[src/tbs_cfg.svh]
`ifndef TBS_CFG_SVH
`define TBS_CFG_SVH
// Register byte offsets on the APB
`define TBS_OFF_SETUP 8'h00
`define TBS_OFF_ACTION 8'h04
`define TBS_OFF_RELOAD_LO 8'h08
`define TBS_OFF_RELOAD_HI 8'h0c
`define TBS_OFF_STAT0 8'h10
`define TBS_OFF_STAT1 8'h14
`define TBS_OFF_STAT2 8'h18
`define TBS_OFF_STAT3 8'h1c
`define TBS_OFF_SNAP_LO 8'h20
`define TBS_OFF_SNAP_HI 8'h24
`define TBS_OFF_RXW 8'h28
`define TBS_OFF_TXW 8'h2c
// Operation setup word
`define TBS_SETUP_IR 3
`define TBS_SETUP_RST 4'h0
// Action trigger word: type field and bit positions
`define TBS_ACT_CLR 4'h4
`define TBS_ACT_SET 4'h5
`define TBS_ACT_STAT 4'h6
`define TBS_ACT_LOAD 0
`define TBS_ACT_SNAP 2
`define TBS_ACT_REFRESH 6
`define TBS_ACT_CANCEL 6
`define TBS_ACT_START 7
// Event flag positions
`define TBS_EV_SUSP 8
`define TBS_EV_FIN 9
`define TBS_EV_RES 10
`define TBS_EV_START 11
`define TBS_EV_ERR 12
`define TBS_EV_CANCEL 14
`define TBS_EV_DONE 15
// Port state codes
`define TBS_CODE_RESET 4'h0
`define TBS_CODE_IDLE 4'h2
`define TBS_CODE_SH_DR 4'h4
`define TBS_CODE_SH_IR 4'h5
`define TBS_CODE_PA_DR 4'h6
`define TBS_CODE_PA_IR 4'h7
`define TBS_CODE_TRANS 4'h8
// Buffer depth and last bit index of a word
`define TBS_BUF_DEPTH 2
`define TBS_LAST_BIT 4'hf
// Default length of the input delay FIFO
`define TBS_DLY_LEN 6
`endif

[src/tbs_pkg.sv]
package tbs_pkg;
  // Port controller states, one-hot
  typedef enum logic [15:0] {
    TAP_RESET = 16'h0001,
    TAP_IDLE = 16'h0002,
    TAP_SEL_DR = 16'h0004,
    TAP_CAP_DR = 16'h0008,
    TAP_SH_DR = 16'h0010,
    TAP_EX1_DR = 16'h0020,
    TAP_PA_DR = 16'h0040,
    TAP_EX2_DR = 16'h0080,
    TAP_UPD_DR = 16'h0100,
    TAP_SEL_IR = 16'h0200,
    TAP_CAP_IR = 16'h0400,
    TAP_SH_IR = 16'h0800,
    TAP_EX1_IR = 16'h1000,
    TAP_PA_IR = 16'h2000,
    TAP_EX2_IR = 16'h4000,
    TAP_UPD_IR = 16'h8000
  } tbs_tap_t;
  // One serial data word
  typedef logic [15:0] tbs_word_t;
endpackage : tbs_pkg

[src/tbs_word_mem.sv]
`timescale 1ns/100ps
`default_nettype none
module tbs_word_mem #(
  parameter int unsigned DEPTH = 2
) (
  input wire logic ref_clk,
  input wire logic rstn,
  input wire logic ce,
  input wire logic push,
  input wire tbs_pkg::tbs_word_t push_data,
  input wire logic pop,
  output var tbs_pkg::tbs_word_t head,
  output logic [$clog2(DEPTH):0] used
);
  import tbs_pkg::*;
  localparam int unsigned AW = $clog2(DEPTH);
  tbs_word_t mem [DEPTH]; // Word storage, no reset needed
  logic [AW-1:0] wr_ptr; // Next slot to fill
  logic [AW-1:0] rd_ptr; // Oldest word
  logic do_push; // Push that fits
  logic do_pop; // Pop of a real word
  assign do_push = push && (used != DEPTH[AW:0]);
  assign do_pop = pop && (used != '0);
  // Storage writes; a push into a full store is dropped
  always_ff @(posedge ref_clk) begin
    if (ce && do_push) begin
      mem[wr_ptr] <= push_data;
    end
  end
  // Pointers and fill count; depth must be a power of two
  always_ff @(posedge ref_clk or negedge rstn) begin
    if (!rstn) begin
      wr_ptr <= '0;
      rd_ptr <= '0;
      used <= '0;
    end else if (ce) begin
      if (do_push) wr_ptr <= wr_ptr + 1'b1;
      if (do_pop) rd_ptr <= rd_ptr + 1'b1;
      used <= used + (AW+1)'(do_push) - (AW+1)'(do_pop);
    end
  end
  // Registered head word, one cycle behind the pointer
  always_ff @(posedge ref_clk or negedge rstn) begin
    if (!rstn) begin
      head <= '0;
    end else if (ce) begin
      head <= mem[rd_ptr];
    end
  end
endmodule : tbs_word_mem
`default_nettype wire

[src/tbs_scan_ctrl.sv]
// What this block does
// - Event bits 8-B flag suspend/finish/resume/start
// - Bit C flags buffer overrun or underrun
// - Bit E on cancel, bit F on completion
// - External word shows event input levels
// - External bits 8-B show pending requests
// - Bit E high while active and not suspended
// - Bit F high while operation active
// - State word bits 3:0 encode port state
// - Bits 9:8 give transmit fill, never 01
// - Bits D:C give receive fill, never 10
// - Snapshot registers hold counter halves
// - 16-bit receive and transmit word registers
// - Written words shift out, input collected
// - Partial word: unused bits ignored, zero-filled
// - Delay FIFO flushed into receive buffer
// - Park only in six stable states
// - Pause when data missing or receive full
// - Final pause state skips update state
// - Action 0110 refreshes status, takes snapshot
`include "tbs_cfg.svh"
`timescale 1ns/100ps
`default_nettype none
module tbs_scan_ctrl #(
  parameter int unsigned DLY_LEN = `TBS_DLY_LEN
) (
  input wire logic ref_clk,
  input wire logic rstn,
  input wire logic ce,
  input wire logic psel,
  input wire logic penable,
  input wire logic pwrite,
  input wire logic [7:0] paddr,
  input wire logic [31:0] pwdata,
  output logic [31:0] prdata,
  output logic pready,
  output logic pslverr,
  input wire logic tck,
  input wire logic tdi,
  input wire logic [3:0] event_in,
  output logic tms,
  output logic tdo
);
  import tbs_pkg::*;

  // Transition of the port controller for one test clock edge
  function automatic tbs_tap_t next_tap(input tbs_tap_t s, input logic m);
    unique case (s)
      TAP_RESET: next_tap = m ? TAP_RESET : TAP_IDLE;
      TAP_IDLE: next_tap = m ? TAP_SEL_DR : TAP_IDLE;
      TAP_SEL_DR: next_tap = m ? TAP_SEL_IR : TAP_CAP_DR;
      TAP_CAP_DR: next_tap = m ? TAP_EX1_DR : TAP_SH_DR;
      TAP_SH_DR: next_tap = m ? TAP_EX1_DR : TAP_SH_DR;
      TAP_EX1_DR: next_tap = m ? TAP_UPD_DR : TAP_PA_DR;
      TAP_PA_DR: next_tap = m ? TAP_EX2_DR : TAP_PA_DR;
      TAP_EX2_DR: next_tap = m ? TAP_UPD_DR : TAP_SH_DR;
      TAP_UPD_DR: next_tap = m ? TAP_SEL_DR : TAP_IDLE;
      TAP_SEL_IR: next_tap = m ? TAP_RESET : TAP_CAP_IR;
      TAP_CAP_IR: next_tap = m ? TAP_EX1_IR : TAP_SH_IR;
      TAP_SH_IR: next_tap = m ? TAP_EX1_IR : TAP_SH_IR;
      TAP_EX1_IR: next_tap = m ? TAP_UPD_IR : TAP_PA_IR;
      TAP_PA_IR: next_tap = m ? TAP_EX2_IR : TAP_PA_IR;
      TAP_EX2_IR: next_tap = m ? TAP_UPD_IR : TAP_SH_IR;
      TAP_UPD_IR: next_tap = m ? TAP_SEL_IR : TAP_IDLE;
      default: next_tap = TAP_RESET;
    endcase
  endfunction : next_tap

  // Mode select that walks from s toward stable goal g
  function automatic logic tms_for(input tbs_tap_t s, input tbs_tap_t g);
    logic dr;
    logic ir;
    dr = (g == TAP_SH_DR) || (g == TAP_PA_DR);
    ir = (g == TAP_SH_IR) || (g == TAP_PA_IR);
    unique case (s)
      TAP_RESET: tms_for = (g == TAP_RESET);
      TAP_IDLE, TAP_UPD_DR, TAP_UPD_IR: tms_for = (g != TAP_IDLE);
      TAP_SEL_DR: tms_for = !(dr || g == TAP_IDLE);
      TAP_CAP_DR, TAP_SH_DR, TAP_EX2_DR: tms_for = (g != TAP_SH_DR);
      TAP_EX1_DR: tms_for = !dr; // Final pause is reached without update
      TAP_PA_DR: tms_for = (g != TAP_PA_DR);
      TAP_SEL_IR: tms_for = !(ir || g == TAP_IDLE);
      TAP_CAP_IR, TAP_SH_IR, TAP_EX2_IR: tms_for = (g != TAP_SH_IR);
      TAP_EX1_IR: tms_for = !ir;
      TAP_PA_IR: tms_for = (g != TAP_PA_IR);
      default: tms_for = 1'b1;
    endcase
  endfunction : tms_for

  // Stable goal state from the final-state field
  function automatic tbs_tap_t goal_of(input logic [2:0] f);
    unique case (f)
      3'h0, 3'h1: goal_of = TAP_RESET;
      3'h2, 3'h3: goal_of = TAP_IDLE;
      3'h4: goal_of = TAP_SH_DR;
      3'h5: goal_of = TAP_SH_IR;
      3'h6: goal_of = TAP_PA_DR;
      default: goal_of = TAP_PA_IR;
    endcase
  endfunction : goal_of

  // Reported state code; all passing states share one code
  function automatic logic [3:0] tap_code(input tbs_tap_t s);
    unique case (s)
      TAP_RESET: tap_code = `TBS_CODE_RESET;
      TAP_IDLE: tap_code = `TBS_CODE_IDLE;
      TAP_SH_DR: tap_code = `TBS_CODE_SH_DR;
      TAP_SH_IR: tap_code = `TBS_CODE_SH_IR;
      TAP_PA_DR: tap_code = `TBS_CODE_PA_DR;
      TAP_PA_IR: tap_code = `TBS_CODE_PA_IR;
      default: tap_code = `TBS_CODE_TRANS;
    endcase
  endfunction : tap_code

  logic tck_s1, tck_s2, tck_s3; // Test clock synchroniser and edge history
  logic tdi_s1, tdi_s2; // Serial input synchroniser
  logic [3:0] ev_s1, ev_s2; // Event input synchronisers
  logic tck_rise, tck_fall; // Test clock edges seen on ref_clk
  logic [3:0] setup_q; // Final state and IR select
  logic [31:0] reload_q; // Counter reload value
  logic [31:0] counter_q; // Shift count counter
  logic [31:0] snap_q; // Counter snapshot
  logic [15:0] stat0_q, stat1_q, stat2_q; // Refreshed status words
  logic [15:0] ev_sticky; // Events since last refresh
  logic [15:0] ev_set; // Events this cycle
  logic [3:0] req_q; // Suspend, finish, resume, start requests
  logic active, suspended; // Operation state
  tbs_tap_t tap; // Port controller state
  tbs_tap_t shift_st, pause_st, goal; // Working and target states
  logic shift_now; // A bit shifts at the coming rising edge
  logic [3:0] bitpos; // Bit index in the transmit word
  logic [DLY_LEN-1:0] dly_d, dly_v; // Input delay FIFO data and valid
  logic flushing; // Draining the delay FIFO after the scan
  tbs_word_t rx_acc; // Receive word under assembly
  logic [3:0] rx_cnt; // Bits in rx_acc
  logic rx_push, rx_step, bit_in; // Receive path strobes
  tbs_word_t rx_word; // Word handed to the receive buffer
  tbs_word_t tx_head, rx_head; // Buffer head words
  logic [1:0] tx_used, rx_used; // Buffer fill counts
  logic tx_push, tx_pop, rx_pop, rx_full; // Buffer strobes
  logic apb_done, wr, rd; // Completing bus transfer
  logic [31:0] rd_mux; // Read data for the addressed register
  logic addr_hit; // Address is mapped
  logic act_stat, act_req, do_refresh, do_snap, do_load; // Action decode
  logic start_now, susp_now, res_now, fin_now, cancel_now, done_now;
  logic [1:0] tx_occ, rx_occ; // Occupancy codes

  assign apb_done = psel && penable && pready;
  assign wr = apb_done && pwrite;
  assign rd = apb_done && !pwrite;
  assign tck_rise = tck_s2 && !tck_s3;
  assign tck_fall = !tck_s2 && tck_s3;
  assign act_stat = wr && paddr == `TBS_OFF_ACTION && pwdata[15:12] == `TBS_ACT_STAT;
  assign act_req = wr && paddr == `TBS_OFF_ACTION
    && (pwdata[15:12] == `TBS_ACT_SET || pwdata[15:12] == `TBS_ACT_CLR);
  assign do_refresh = act_stat && pwdata[`TBS_ACT_REFRESH];
  assign do_snap = act_stat && pwdata[`TBS_ACT_SNAP];
  assign do_load = act_stat && pwdata[`TBS_ACT_LOAD];
  assign shift_st = setup_q[`TBS_SETUP_IR] ? TAP_SH_IR : TAP_SH_DR;
  assign pause_st = setup_q[`TBS_SETUP_IR] ? TAP_PA_IR : TAP_PA_DR;
  assign rx_full = rx_used == 2'(`TBS_BUF_DEPTH);
  // Stall in pause while data is missing or the receive side is full
  assign goal = !active ? goal_of(setup_q[2:0])
    : (!suspended && tx_used != 2'd0 && !rx_full) ? shift_st : pause_st;
  assign tx_occ = {tx_used != 2'd0, tx_used == 2'(`TBS_BUF_DEPTH)};
  assign rx_occ = {rx_full, rx_used != 2'd0};
  assign tx_push = wr && paddr == `TBS_OFF_TXW;
  assign rx_pop = rd && paddr == `TBS_OFF_RXW;
  assign bit_in = tck_rise && shift_now;
  assign done_now = bit_in && counter_q == 32'h0;
  // Whole words pop after bit 15; a short last word drops its unused bits
  assign tx_pop = (bit_in && (bitpos == `TBS_LAST_BIT || counter_q == 32'h0))
    || ((fin_now || cancel_now) && bitpos != 4'h0);

  // Operation events
  assign start_now = !active && !flushing
    && (req_q[3] || (act_req && pwdata[`TBS_ACT_START]));
  assign susp_now = active && !suspended && req_q[0];
  assign res_now = active && suspended && req_q[2];
  assign fin_now = active && req_q[1];
  assign cancel_now = active && act_req && pwdata[`TBS_ACT_CANCEL];

  // Event vector: set always wins over the refresh clear
  always_comb begin
    ev_set = 16'h0;
    ev_set[`TBS_EV_SUSP] = susp_now;
    ev_set[`TBS_EV_FIN] = fin_now;
    ev_set[`TBS_EV_RES] = res_now;
    ev_set[`TBS_EV_START] = start_now;
    ev_set[`TBS_EV_ERR] = (tx_push && tx_used == 2'(`TBS_BUF_DEPTH))
      || (rx_pop && rx_used == 2'd0) || (rx_push && rx_full);
    ev_set[`TBS_EV_CANCEL] = cancel_now;
    ev_set[`TBS_EV_DONE] = done_now || fin_now;
  end

  // Read decode; write-only and spare words read zero
  always_comb begin
    rd_mux = 32'h0;
    addr_hit = 1'b1;
    case (paddr)
      `TBS_OFF_SETUP: rd_mux = {28'h0, setup_q};
      `TBS_OFF_RELOAD_LO: rd_mux = {16'h0, reload_q[15:0]};
      `TBS_OFF_RELOAD_HI: rd_mux = {16'h0, reload_q[31:16]};
      `TBS_OFF_STAT0: rd_mux = {16'h0, stat0_q};
      `TBS_OFF_STAT1: rd_mux = {16'h0, stat1_q};
      `TBS_OFF_STAT2: rd_mux = {16'h0, stat2_q};
      `TBS_OFF_STAT3: rd_mux = 32'h0;
      `TBS_OFF_SNAP_LO: rd_mux = {16'h0, snap_q[15:0]};
      `TBS_OFF_SNAP_HI: rd_mux = {16'h0, snap_q[31:16]};
      `TBS_OFF_RXW: rd_mux = {16'h0, rx_head};
      `TBS_OFF_ACTION, `TBS_OFF_TXW: rd_mux = 32'h0;
      default: addr_hit = 1'b0;
    endcase
  end

  // Input synchronisers; first stages feed only second stages
  always_ff @(posedge ref_clk or negedge rstn) begin
    if (!rstn) begin
      {tck_s1, tck_s2, tck_s3, tdi_s1, tdi_s2} <= 5'h0;
      ev_s1 <= 4'h0;
      ev_s2 <= 4'h0;
    end else if (ce) begin
      {tck_s1, tck_s2, tck_s3} <= {tck, tck_s1, tck_s2};
      {tdi_s1, tdi_s2} <= {tdi, tdi_s1};
      ev_s1 <= event_in;
      ev_s2 <= ev_s1;
    end
  end

  // APB answer: one wait state, so every reply is registered
  always_ff @(posedge ref_clk or negedge rstn) begin
    if (!rstn) begin
      pready <= 1'b0;
      prdata <= 32'h0;
      pslverr <= 1'b0;
    end else if (ce) begin
      if (psel && penable && !pready) begin
        pready <= 1'b1;
        prdata <= pwrite ? 32'h0 : rd_mux;
        pslverr <= !addr_hit;
      end else begin
        pready <= 1'b0;
      end
    end
  end

  // Software-written setup and reload words
  always_ff @(posedge ref_clk or negedge rstn) begin
    if (!rstn) begin
      setup_q <= `TBS_SETUP_RST;
      reload_q <= 32'h0;
    end else if (ce && wr) begin
      if (paddr == `TBS_OFF_SETUP) setup_q <= pwdata[3:0];
      if (paddr == `TBS_OFF_RELOAD_LO) reload_q[15:0] <= pwdata[15:0];
      if (paddr == `TBS_OFF_RELOAD_HI) reload_q[31:16] <= pwdata[15:0];
    end
  end

  // Operation control and requests
  always_ff @(posedge ref_clk or negedge rstn) begin
    if (!rstn) begin
      active <= 1'b0;
      suspended <= 1'b0;
      req_q <= 4'h0;
    end else if (ce) begin
      if (start_now) active <= 1'b1;
      else if (cancel_now || fin_now || done_now) active <= 1'b0;
      if (start_now || res_now || !active) suspended <= 1'b0;
      else if (susp_now) suspended <= 1'b1;
      // Hardware consumes; a software set in the same cycle wins
      req_q <= (req_q & ~{start_now, res_now, fin_now, susp_now}
        & ~((act_req && pwdata[15:12] == `TBS_ACT_CLR) ? pwdata[3:0] : 4'h0))
        | ((act_req && pwdata[15:12] == `TBS_ACT_SET) ? pwdata[3:0] : 4'h0);
    end
  end

  // Status words, snapshot and sticky events
  always_ff @(posedge ref_clk or negedge rstn) begin
    if (!rstn) begin
      ev_sticky <= 16'h0;
      stat0_q <= 16'h0;
      stat1_q <= 16'h0;
      stat2_q <= 16'h0;
      snap_q <= 32'h0;
    end else if (ce) begin
      ev_sticky <= do_refresh ? ev_set : (ev_sticky | ev_set);
      if (do_refresh) begin
        stat0_q <= ev_sticky | ev_set;
        stat1_q <= {active, active && !suspended, 2'b00, req_q, 4'h0, ev_s2};
        stat2_q <= {2'b00, rx_occ, 2'b00, tx_occ, 4'h0, tap_code(tap)};
      end
      if (do_snap) snap_q <= counter_q;
    end
  end

  // Port walk, serial output and bit counting
  always_ff @(posedge ref_clk or negedge rstn) begin
    if (!rstn) begin
      tap <= TAP_RESET;
      tms <= 1'b1;
      tdo <= 1'b0;
      shift_now <= 1'b0;
      bitpos <= 4'h0;
      counter_q <= 32'h0;
    end else if (ce) begin
      if (do_load) counter_q <= reload_q;
      if (tck_fall) begin
        // Output changes on the falling edge, stable for the rising one
        // Leaving shift still clocks the chain, so a full receive side exits on a counted bit
        if (active && !suspended && tap == shift_st && tx_used != 2'd0) begin
          shift_now <= 1'b1;
          tdo <= tx_head[bitpos];
          tms <= counter_q == 32'h0 || rx_full
            || (bitpos == `TBS_LAST_BIT && tx_used < 2'(`TBS_BUF_DEPTH));
        end else begin
          shift_now <= 1'b0;
          tms <= tms_for(tap, goal);
        end
      end
      if (tck_rise) begin
        tap <= next_tap(tap, tms);
        shift_now <= 1'b0;
      end
      if (bit_in) begin
        counter_q <= counter_q - 32'h1;
        bitpos <= (counter_q == 32'h0) ? 4'h0 : bitpos + 4'h1;
      end else if (fin_now || cancel_now) begin
        bitpos <= 4'h0;
      end
    end
  end

  // Receive path: input bits pass the delay FIFO before assembly
  assign rx_step = bit_in || (flushing && !rx_full && dly_v != '0);
  always_comb begin
    rx_push = 1'b0;
    rx_word = rx_acc;
    if (rx_step && dly_v[0] && rx_cnt == `TBS_LAST_BIT) begin
      rx_push = 1'b1;
      rx_word[`TBS_LAST_BIT] = dly_d[0];
    end else if (flushing && dly_v == '0 && rx_cnt != 4'h0 && !rx_full) begin
      rx_push = 1'b1;
    end
  end

  always_ff @(posedge ref_clk or negedge rstn) begin
    if (!rstn) begin
      dly_d <= '0;
      dly_v <= '0;
      rx_acc <= 16'h0;
      rx_cnt <= 4'h0;
      flushing <= 1'b0;
    end else if (ce) begin
      if (done_now) flushing <= 1'b1;
      else if (flushing && dly_v == '0 && (rx_cnt == 4'h0 || !rx_full)) flushing <= 1'b0;
      if (rx_step) begin
        dly_d <= {bit_in && tdi_s2, dly_d[DLY_LEN-1:1]};
        dly_v <= {bit_in, dly_v[DLY_LEN-1:1]};
        if (dly_v[0]) begin
          rx_acc[rx_cnt] <= dly_d[0];
          rx_cnt <= rx_cnt + 4'h1;
        end
      end
      // Cleared words leave zeros in the bits a short word never fills
      if (rx_push) begin
        rx_acc <= 16'h0;
        rx_cnt <= 4'h0;
      end
    end
  end

  tbs_word_mem #(.DEPTH(`TBS_BUF_DEPTH)) u_tx_buf (
    .ref_clk(ref_clk),
    .rstn(rstn),
    .ce(ce),
    .push(tx_push),
    .push_data(pwdata[15:0]),
    .pop(tx_pop),
    .head(tx_head),
    .used(tx_used)
  );

  tbs_word_mem #(.DEPTH(`TBS_BUF_DEPTH)) u_rx_buf (
    .ref_clk(ref_clk),
    .rstn(rstn),
    .ce(ce),
    .push(rx_push),
    .push_data(rx_word),
    .pop(rx_pop),
    .head(rx_head),
    .used(rx_used)
  );

  // Checks beside the logic
  property p_tx_code;
    @(posedge ref_clk) disable iff (!rstn) do_refresh |=> stat2_q[9:8] != 2'b01;
  endproperty
  a_tx_code: assert property (p_tx_code) else $error("transmit code 01 reported");
  property p_rx_code;
    @(posedge ref_clk) disable iff (!rstn)
      do_refresh |=> stat2_q[13:12] != 2'b10 && stat2_q[13:12] == $past(rx_occ);
  endproperty
  a_rx_code: assert property (p_rx_code) else $error("receive code wrong");
  property p_active_bit;
    @(posedge ref_clk) disable iff (!rstn) do_refresh |=> stat1_q[15] == $past(active);
  endproperty
  a_active_bit: assert property (p_active_bit) else $error("active bit wrong");
  property p_levels;
    @(posedge ref_clk) disable iff (!rstn) do_refresh |=> stat1_q[3:0] == $past(ev_s2);
  endproperty
  a_levels: assert property (p_levels) else $error("event levels wrong");
  property p_snap;
    @(posedge ref_clk) disable iff (!rstn) do_snap && ce |=> snap_q == $past(counter_q);
  endproperty
  a_snap: assert property (p_snap) else $error("snapshot missed");
  property p_transient;
    @(posedge ref_clk) disable iff (!rstn)
      ce && tck_rise && tap_code(tap) == `TBS_CODE_TRANS |=> tap != $past(tap);
  endproperty
  a_transient: assert property (p_transient) else $error("parked in passing state");
  property p_no_update;
    @(posedge ref_clk) disable iff (!rstn)
      ce && tck_rise && !active && tap == TAP_EX1_DR && goal == TAP_PA_DR
      |=> tap == TAP_PA_DR;
  endproperty
  a_no_update: assert property (p_no_update) else $error("update on pause end");
  property p_overrun;
    @(posedge ref_clk) disable iff (!rstn)
      ce && tx_push && tx_used == 2'(`TBS_BUF_DEPTH) |=> ev_sticky[`TBS_EV_ERR];
  endproperty
  a_overrun: assert property (p_overrun) else $error("overrun not flagged");
  property p_shift_data;
    @(posedge ref_clk) disable iff (!rstn) bit_in |-> tx_used != 2'd0 && !suspended;
  endproperty
  a_shift_data: assert property (p_shift_data) else $error("shift without data");
endmodule : tbs_scan_ctrl
`default_nettype wire

[config.mk]
export PLATFORM = sky130hd
export DESIGN_NAME = tbs_scan_ctrl
export DESIGN_NICKNAME = d
export VERILOG_FILES = /design/src/tbs_pkg.sv /design/src/tbs_word_mem.sv /design/src/tbs_scan_ctrl.sv
export VERILOG_INCLUDE_DIRS = /design/src /design/src/src
export SDC_FILE = /design/constraint.sdc
export NUM_CORES = 1
export LEC_CHECK = 0
export BUFFER_PORTS_ARGS = -buffer_cell sky130_fd_sc_hd__buf_2
export CORE_UTILIZATION = 40
export CTS_CLUSTER_SIZE = 8
export DETAILED_ROUTE_END_ITERATION = 10
export PLACE_DENSITY = 0.66
export SLEW_MARGIN = 20
export SYNTH_ARGS = -nofsm -noshare
export SYNTH_HDL_FRONTEND = slang
export SYNTH_SLANG_ARGS = --single-unit
export TNS_END_PERCENT = 30
[constraint.sdc]
create_clock -name ref_clk -period 4.92 [get_ports ref_clk]
set_clock_uncertainty 0.15 [all_clocks]
set_input_delay 0.984 -clock ref_clk [delete_from_list [all_inputs] [get_ports ref_clk]]
set_output_delay 0.984 -clock ref_clk [all_outputs]
set_load 0.01 [all_outputs]
Word-level counts from Yosys, hierarchy flattened --
Memories as Yosys holds them, arrays and structs flattened. A register that Yosys moved wholly into a read port is not among the register bits. Cells that the tools add are included.
Storage, ports and cells: output and inout bits 36, memories 2, bits in registers 267, memory bits (writable) 64
Operators by class: reduce and logical (&&, ||, !) cells 139, multiplexer cells 61, $add $sub $neg 11, eq/ne operators 54, bitwise logic cells 6, $lt $le $gt $ge 4
Memories:
- u_rx_buf.mem | words 2, width 16, rd ports 1, clocked after Yosys merged registers in 1, wr ports 1, line tbs_word_mem.sv:17 | tbs_word_t mem [DEPTH];
- u_tx_buf.mem | words 2, width 16, rd ports 1, clocked after Yosys merged registers in 1, wr ports 1, line tbs_word_mem.sv:17
Operators with widths (number):
- $pmux W16 S13 | 1
- $pmux W16 S9 | 1
- $mux W16 | 7
- $mux W32 | 3
- $pmux W14 S5 | 1
- $logic_and A1 B1 Y1 | 56
- $reduce_and A2 Y1 | 19
- $eq A16 B1 Y1 const B | 2
- $eq A16 B12 Y1 const B | 2
- $eq A16 B14 Y1 const B | 2
- $eq A16 B2 Y1 const B | 2
- $eq A16 B5 Y1 const B | 2
- $eq A16 B7 Y1 const B | 2
- $eq A8 B5 Y1 const B | 4
- $eq A8 B6 Y1 const B | 4
- $logic_not A32 Y1 | 1
- $mux W4 | 8
- $sub A32 B1 Y32 const B | 1
- $mux W14 | 2
- $pmux W4 S6 | 1
- $mux W1 | 21
- $mux W10 | 2
- $reduce_bool A2 Y1 | 10
- $logic_or A1 B1 Y1 | 19
- other kinds (61) | 102

Longest topological paths before layout --
word-level depth 12, gate-level depth with buffers 12

Cells and area by module --
Synthesis repeated with hierarchy kept, for this count alone.
Second synthesis, totals: cells, all modules 1381, area total of the unflattened synthesis 15558.7 µm²
By module, submodules not included:
- tbs_scan_ctrl | times used 1, sequential area each 5632.9 µm², area each 11682.5 µm², cells an instance 1135
- tbs_word_mem | times used 2, sequential area each 1461.4 µm², area each 1938.1 µm², cells an instance 123

Least setup slack after synthesis --
No wires, ideal clock.
kind input port to flip-flop, from in paddr[4], to mem u_tx_buf.mem[0][0] (netlist name), enable pin, arrival time 2.729 ns, buffers on the path 0, data required time 4.382 ns, path slack 1.653 ns, setup time 0.388 ns, stages 6, cell sequence nor3_1 nand2_1 or3_1 a21oi_1 nand2_1 nor2_1
On the way: cells in the longest elaborated chain, start to end 6
RTL lines:
- from (decl) | line tbs_scan_ctrl.sv:33 | input wire logic [7:0] paddr,
- $eq A8 B6 Y1
- $logic_and A1 B1 Y1 (no source line)
- $logic_and A1 B1 Y1 | line tbs_word_mem.sv:22 | assign do_push = push && (used != DEPTH[AW:0]);
- $logic_and A1 B1 Y1 | line tbs_word_mem.sv:26 | if (ce && do_push) begin
- $mux W1 | line tbs_word_mem.sv:26
- $mux W1 (not written as such) | line tbs_word_mem.sv:27 | mem[wr_ptr] <= push_data;
- to (decl) | line tbs_word_mem.sv:17
No other way between the ends.

Final worst setup path --
from in pwrite, to reg stat2_q[3]
On the way: cells in the longest elaborated chain, start to end 5
RTL lines:
- from (decl) | line tbs_scan_ctrl.sv:32 | input wire logic pwrite,
- $logic_and A1 B1 Y1 | line tbs_scan_ctrl.sv:149 | assign wr = apb_done && pwrite;
- $logic_and A1 B1 Y1 (no source line) (2 in series)
- $logic_and A1 B1 Y1 | line tbs_scan_ctrl.sv:156 | assign do_refresh = act_stat && pwdata[`TBS_ACT_REFRESH];
- $reduce_and A2 Y1 (no source line)
- to (signal assigned) | line tbs_scan_ctrl.sv:290 | stat2_q <= {2'b00, rx_occ, 2'b00, tx_occ, 4'h0, tap_code(tap)};
- to (decl) | line tbs_scan_ctrl.sv:123 | logic [15:0] stat0_q, stat1_q, stat2_q;
No other way between the ends. A chain may end at the register's enable or synchronous reset.

==> metrics.cfg <==
[routing]
drtPass1Iterations = 8
drc = 0
via_per_inst = 5.73
wirelength_mm = 40.0
wl_per_cell_um = 20.2
vias = 11348
drt_iter0_drc = 944
ant_nets = 0

[synthesis]
yosys.area.top_type = dfrtp_1
yosysWarningCount = 0
synth_edf_count = 64
syn_area_sq_um = 15300
synthTopCellsByCount = dfrtp_1 (263), nand2_1 (125), o21ai_0 (113)
yosysSeqAreaShare_pct = 56.0
async_reset_ff_share_pct = 80.5
ys_types = 73
synth_ff_type = dfrtp_1
synth_area_leaders = dfrtp_1 (43%), edfxtp_1 (13%), mux2_2 (6.3%), o21ai_0 (3.7%), nand2_1 (3.1%)
synth_seq_cells = 329
postSynthAreaPerCell_sq_um = 10.9
synth.most_common_cell = dfrtp_1
syn_inst = 1401
yosysTopAreaCellShare_pct = 43.0

[worst_setup_path]
worstSetupPathType = input port to flip-flop
cp.arrival_ns = 3.90
reg2regPathDepth = 12
r2r_end = u_tx_buf.used[1]
worst_ep_required_time_ns = 5.25
cp-endpoint = stat2_q[3]
reg2reg_slack_ns = 1.44
startpoint_type = input port
r2r_start = counter_q[24]
cp_max_fo = 30
setup.worst_path.end_class = flip-flop
worstSetupStartpoint = pwrite

[layout]
fin_nets = 1508
final_cell_area_sq_um = 17300
drive_gt1_share_pct = 16.4
syn_to_final_growth_pct = 13.5

[clock_network]
cts_buffer_depth = 3
clk_pin_slew_ns = 0.05
hold_buffers = 0
cts_resized = 0
cts_sinks = 329
cts-root-buf = clkbuf_16
cts_tree = done
cts_setup_buffers = 0
cts_max_level = 2
insertion_delay_ns = 0.55
cts_buffers = 47

[pwr]
leakagePower_uw = 0.00747
ir_worst_vdd_mv = 0.250
powerDensity_nw_per_um2 = 373

[floorplan]
start_util_pct = 40.6
die_w_um = 198
die_y_um = 198
die_area_sq_um = 39000
num_rows = 71
core_area_sq_um = 37700
ios = 88

[sta]
period_share_pct = 72.6
worstMarginPinSlew_ns = 0.998
hold_viol_final = 0
finalSetupViolCount = 0
drv_slew = 0
finalCriticalPeriod_ns = 3.57
max_freq_mhz = 280
tns_ns = 0
holdWs_ns = 0.313
grt_setup_unrepaired = false
max_slew_margin_pct = 33.4

[hold_path]
min_path_type = flip-flop to flip-flop

[global_routing]
grt_first_pass_wirelength_mm = 62.6
grt_pass1_vias = 10931
grt_max_degree = 106
track_usage_pct = 20.8
grt-ovfl-total = 0
antenna_found_initial = 2

[run_status]
status = completed

[placed_design]
hpwl_mm = 26.9
numPortBuffers = 55
gp_congestion = 0.889
dpl_cell_area_sq_um = 16000

[run]
cap_violations = 0

power breakdown:
part / total, uW / internal [uW] / leakage [uW] / switching, uW
combinational: 533 / 206 / 0.00265 / 327
sequential: 3020 / 2880 / 0.00419 / 140
clock: 2920 / 1810 / 0.000632 / 1120
total: 6480 / 4890 / 0.00747 / 1580
state kept, by name, summed over array words and instances (netlist names), 6 cells and up:
name,cells
prdata,16
dly_d,6
u_tx_buf.mem,32
stat1_q,10
u_tx_buf.head,16
u_rx_buf.head,16
dly_v,6
ev_sticky,7
reload_q,32
u_rx_buf.mem,32
stat2_q,8
stat0_q,7
rx_acc,16
tap,16
counter_q,32
snap_q,32
metal layers:
| metal | wire length (um) | vias to the layer above | track usage [%] |
|---|---|---|---|
| met5 | 9 | - | 0 |
| met4 | 1120 | 2 | 7.12 |
| met3 | 3120 | 64 | 4.29 |
| met2 | 17900 | 404 | 31.9 |
| met1 | 17900 | 5638 | 29.2 |
| li1 | - | 5240 | - |
stage by stage:
step	power [uW]	utilization [%]	setup WS, ns	instances
finish	6480	46.1	1.35	1980
global route	6730	46.0	1.20	1977
CTS	6540	46.0	1.44	1977
detailed placement	3590	42.5	0.931	1904
global placement	3580	42.5	1.10	1904
floorplan	3380	-	1.65	1416
worst max-delay path, cell delays in order:
cell      delay, ns
buf_2          0.18
nand4_1        0.37
nor2_1         0.40
nor4bb_1       0.61
nand2_1        0.51
buf_4          0.40
a311oi_1       0.30
a21o_1         0.13
layout by cell type, fill, tap and decap left out, types with 23 or more instances in the layout:
master and n:
dfrtp_1 263, nand2_1 125, o21ai_0 113, nor2_1 87, a21oi_1 87, mux2_2 86, edfxtp_1 64, nand3_1 57
buf_2 53, a22oi_1 50, clkbuf_16 47, mux2i_1 36, inv_1 30, nor3_1 28, nand4_1 25, buf_4 24
clkbuf_1 23
logic make-up after synthesis:
| logic type | after synthesis | share of synthesized area [%] |
|---|---|---|
| DFF | 329 | 56.0 |
| xor gates and xnor gates | 18 | 1.03 |
| adders and majority gates | 14 | 1.15 |
| muxes | 127 | 9.43 |
| AOI/OAI and AO/OA | 362 | 15.0 |
| other | 1 | 0.0245 |
| buffers and inverters | 133 | 3.76 |
| and+or+nand+nor | 417 | 13.7 |
worst min path at each step:
stage / startpoint / to / slack, ns / cells after the start
6_report: rx_acc[1] / u_rx_buf.mem[1][1] / 0.31 / 0
5_1_grt: rx_acc[1] / u_rx_buf.mem[0][1] / 0.32 / 0
4_1_cts: rx_acc[1] / u_rx_buf.mem[1][1] / 0.31 / 0
3_5_place_dp: rx_acc[1] / u_rx_buf.mem[1][1] / 0.31 / 0
3_3_place_gp: rx_acc[0] / u_rx_buf.mem[0][0] / 0.30 / 0
2_1_floorplan: ev_sticky[14] / ev_sticky[14] / 0.29 / 2
final cells by class:
class,count,area (sq um)
Sequential cell,329,8560
Clock inverter,2,38.8
Clock buffer,71,1280
Antenna cell,3,7.51
Timing Repair Buffer,79,480
Inverter,31,116
Tap cell,511,639
Multi-Input combinational cell,954,6230
Fill cell,3515,20300
No activity file was read; power rests on OpenSTA's default activity.
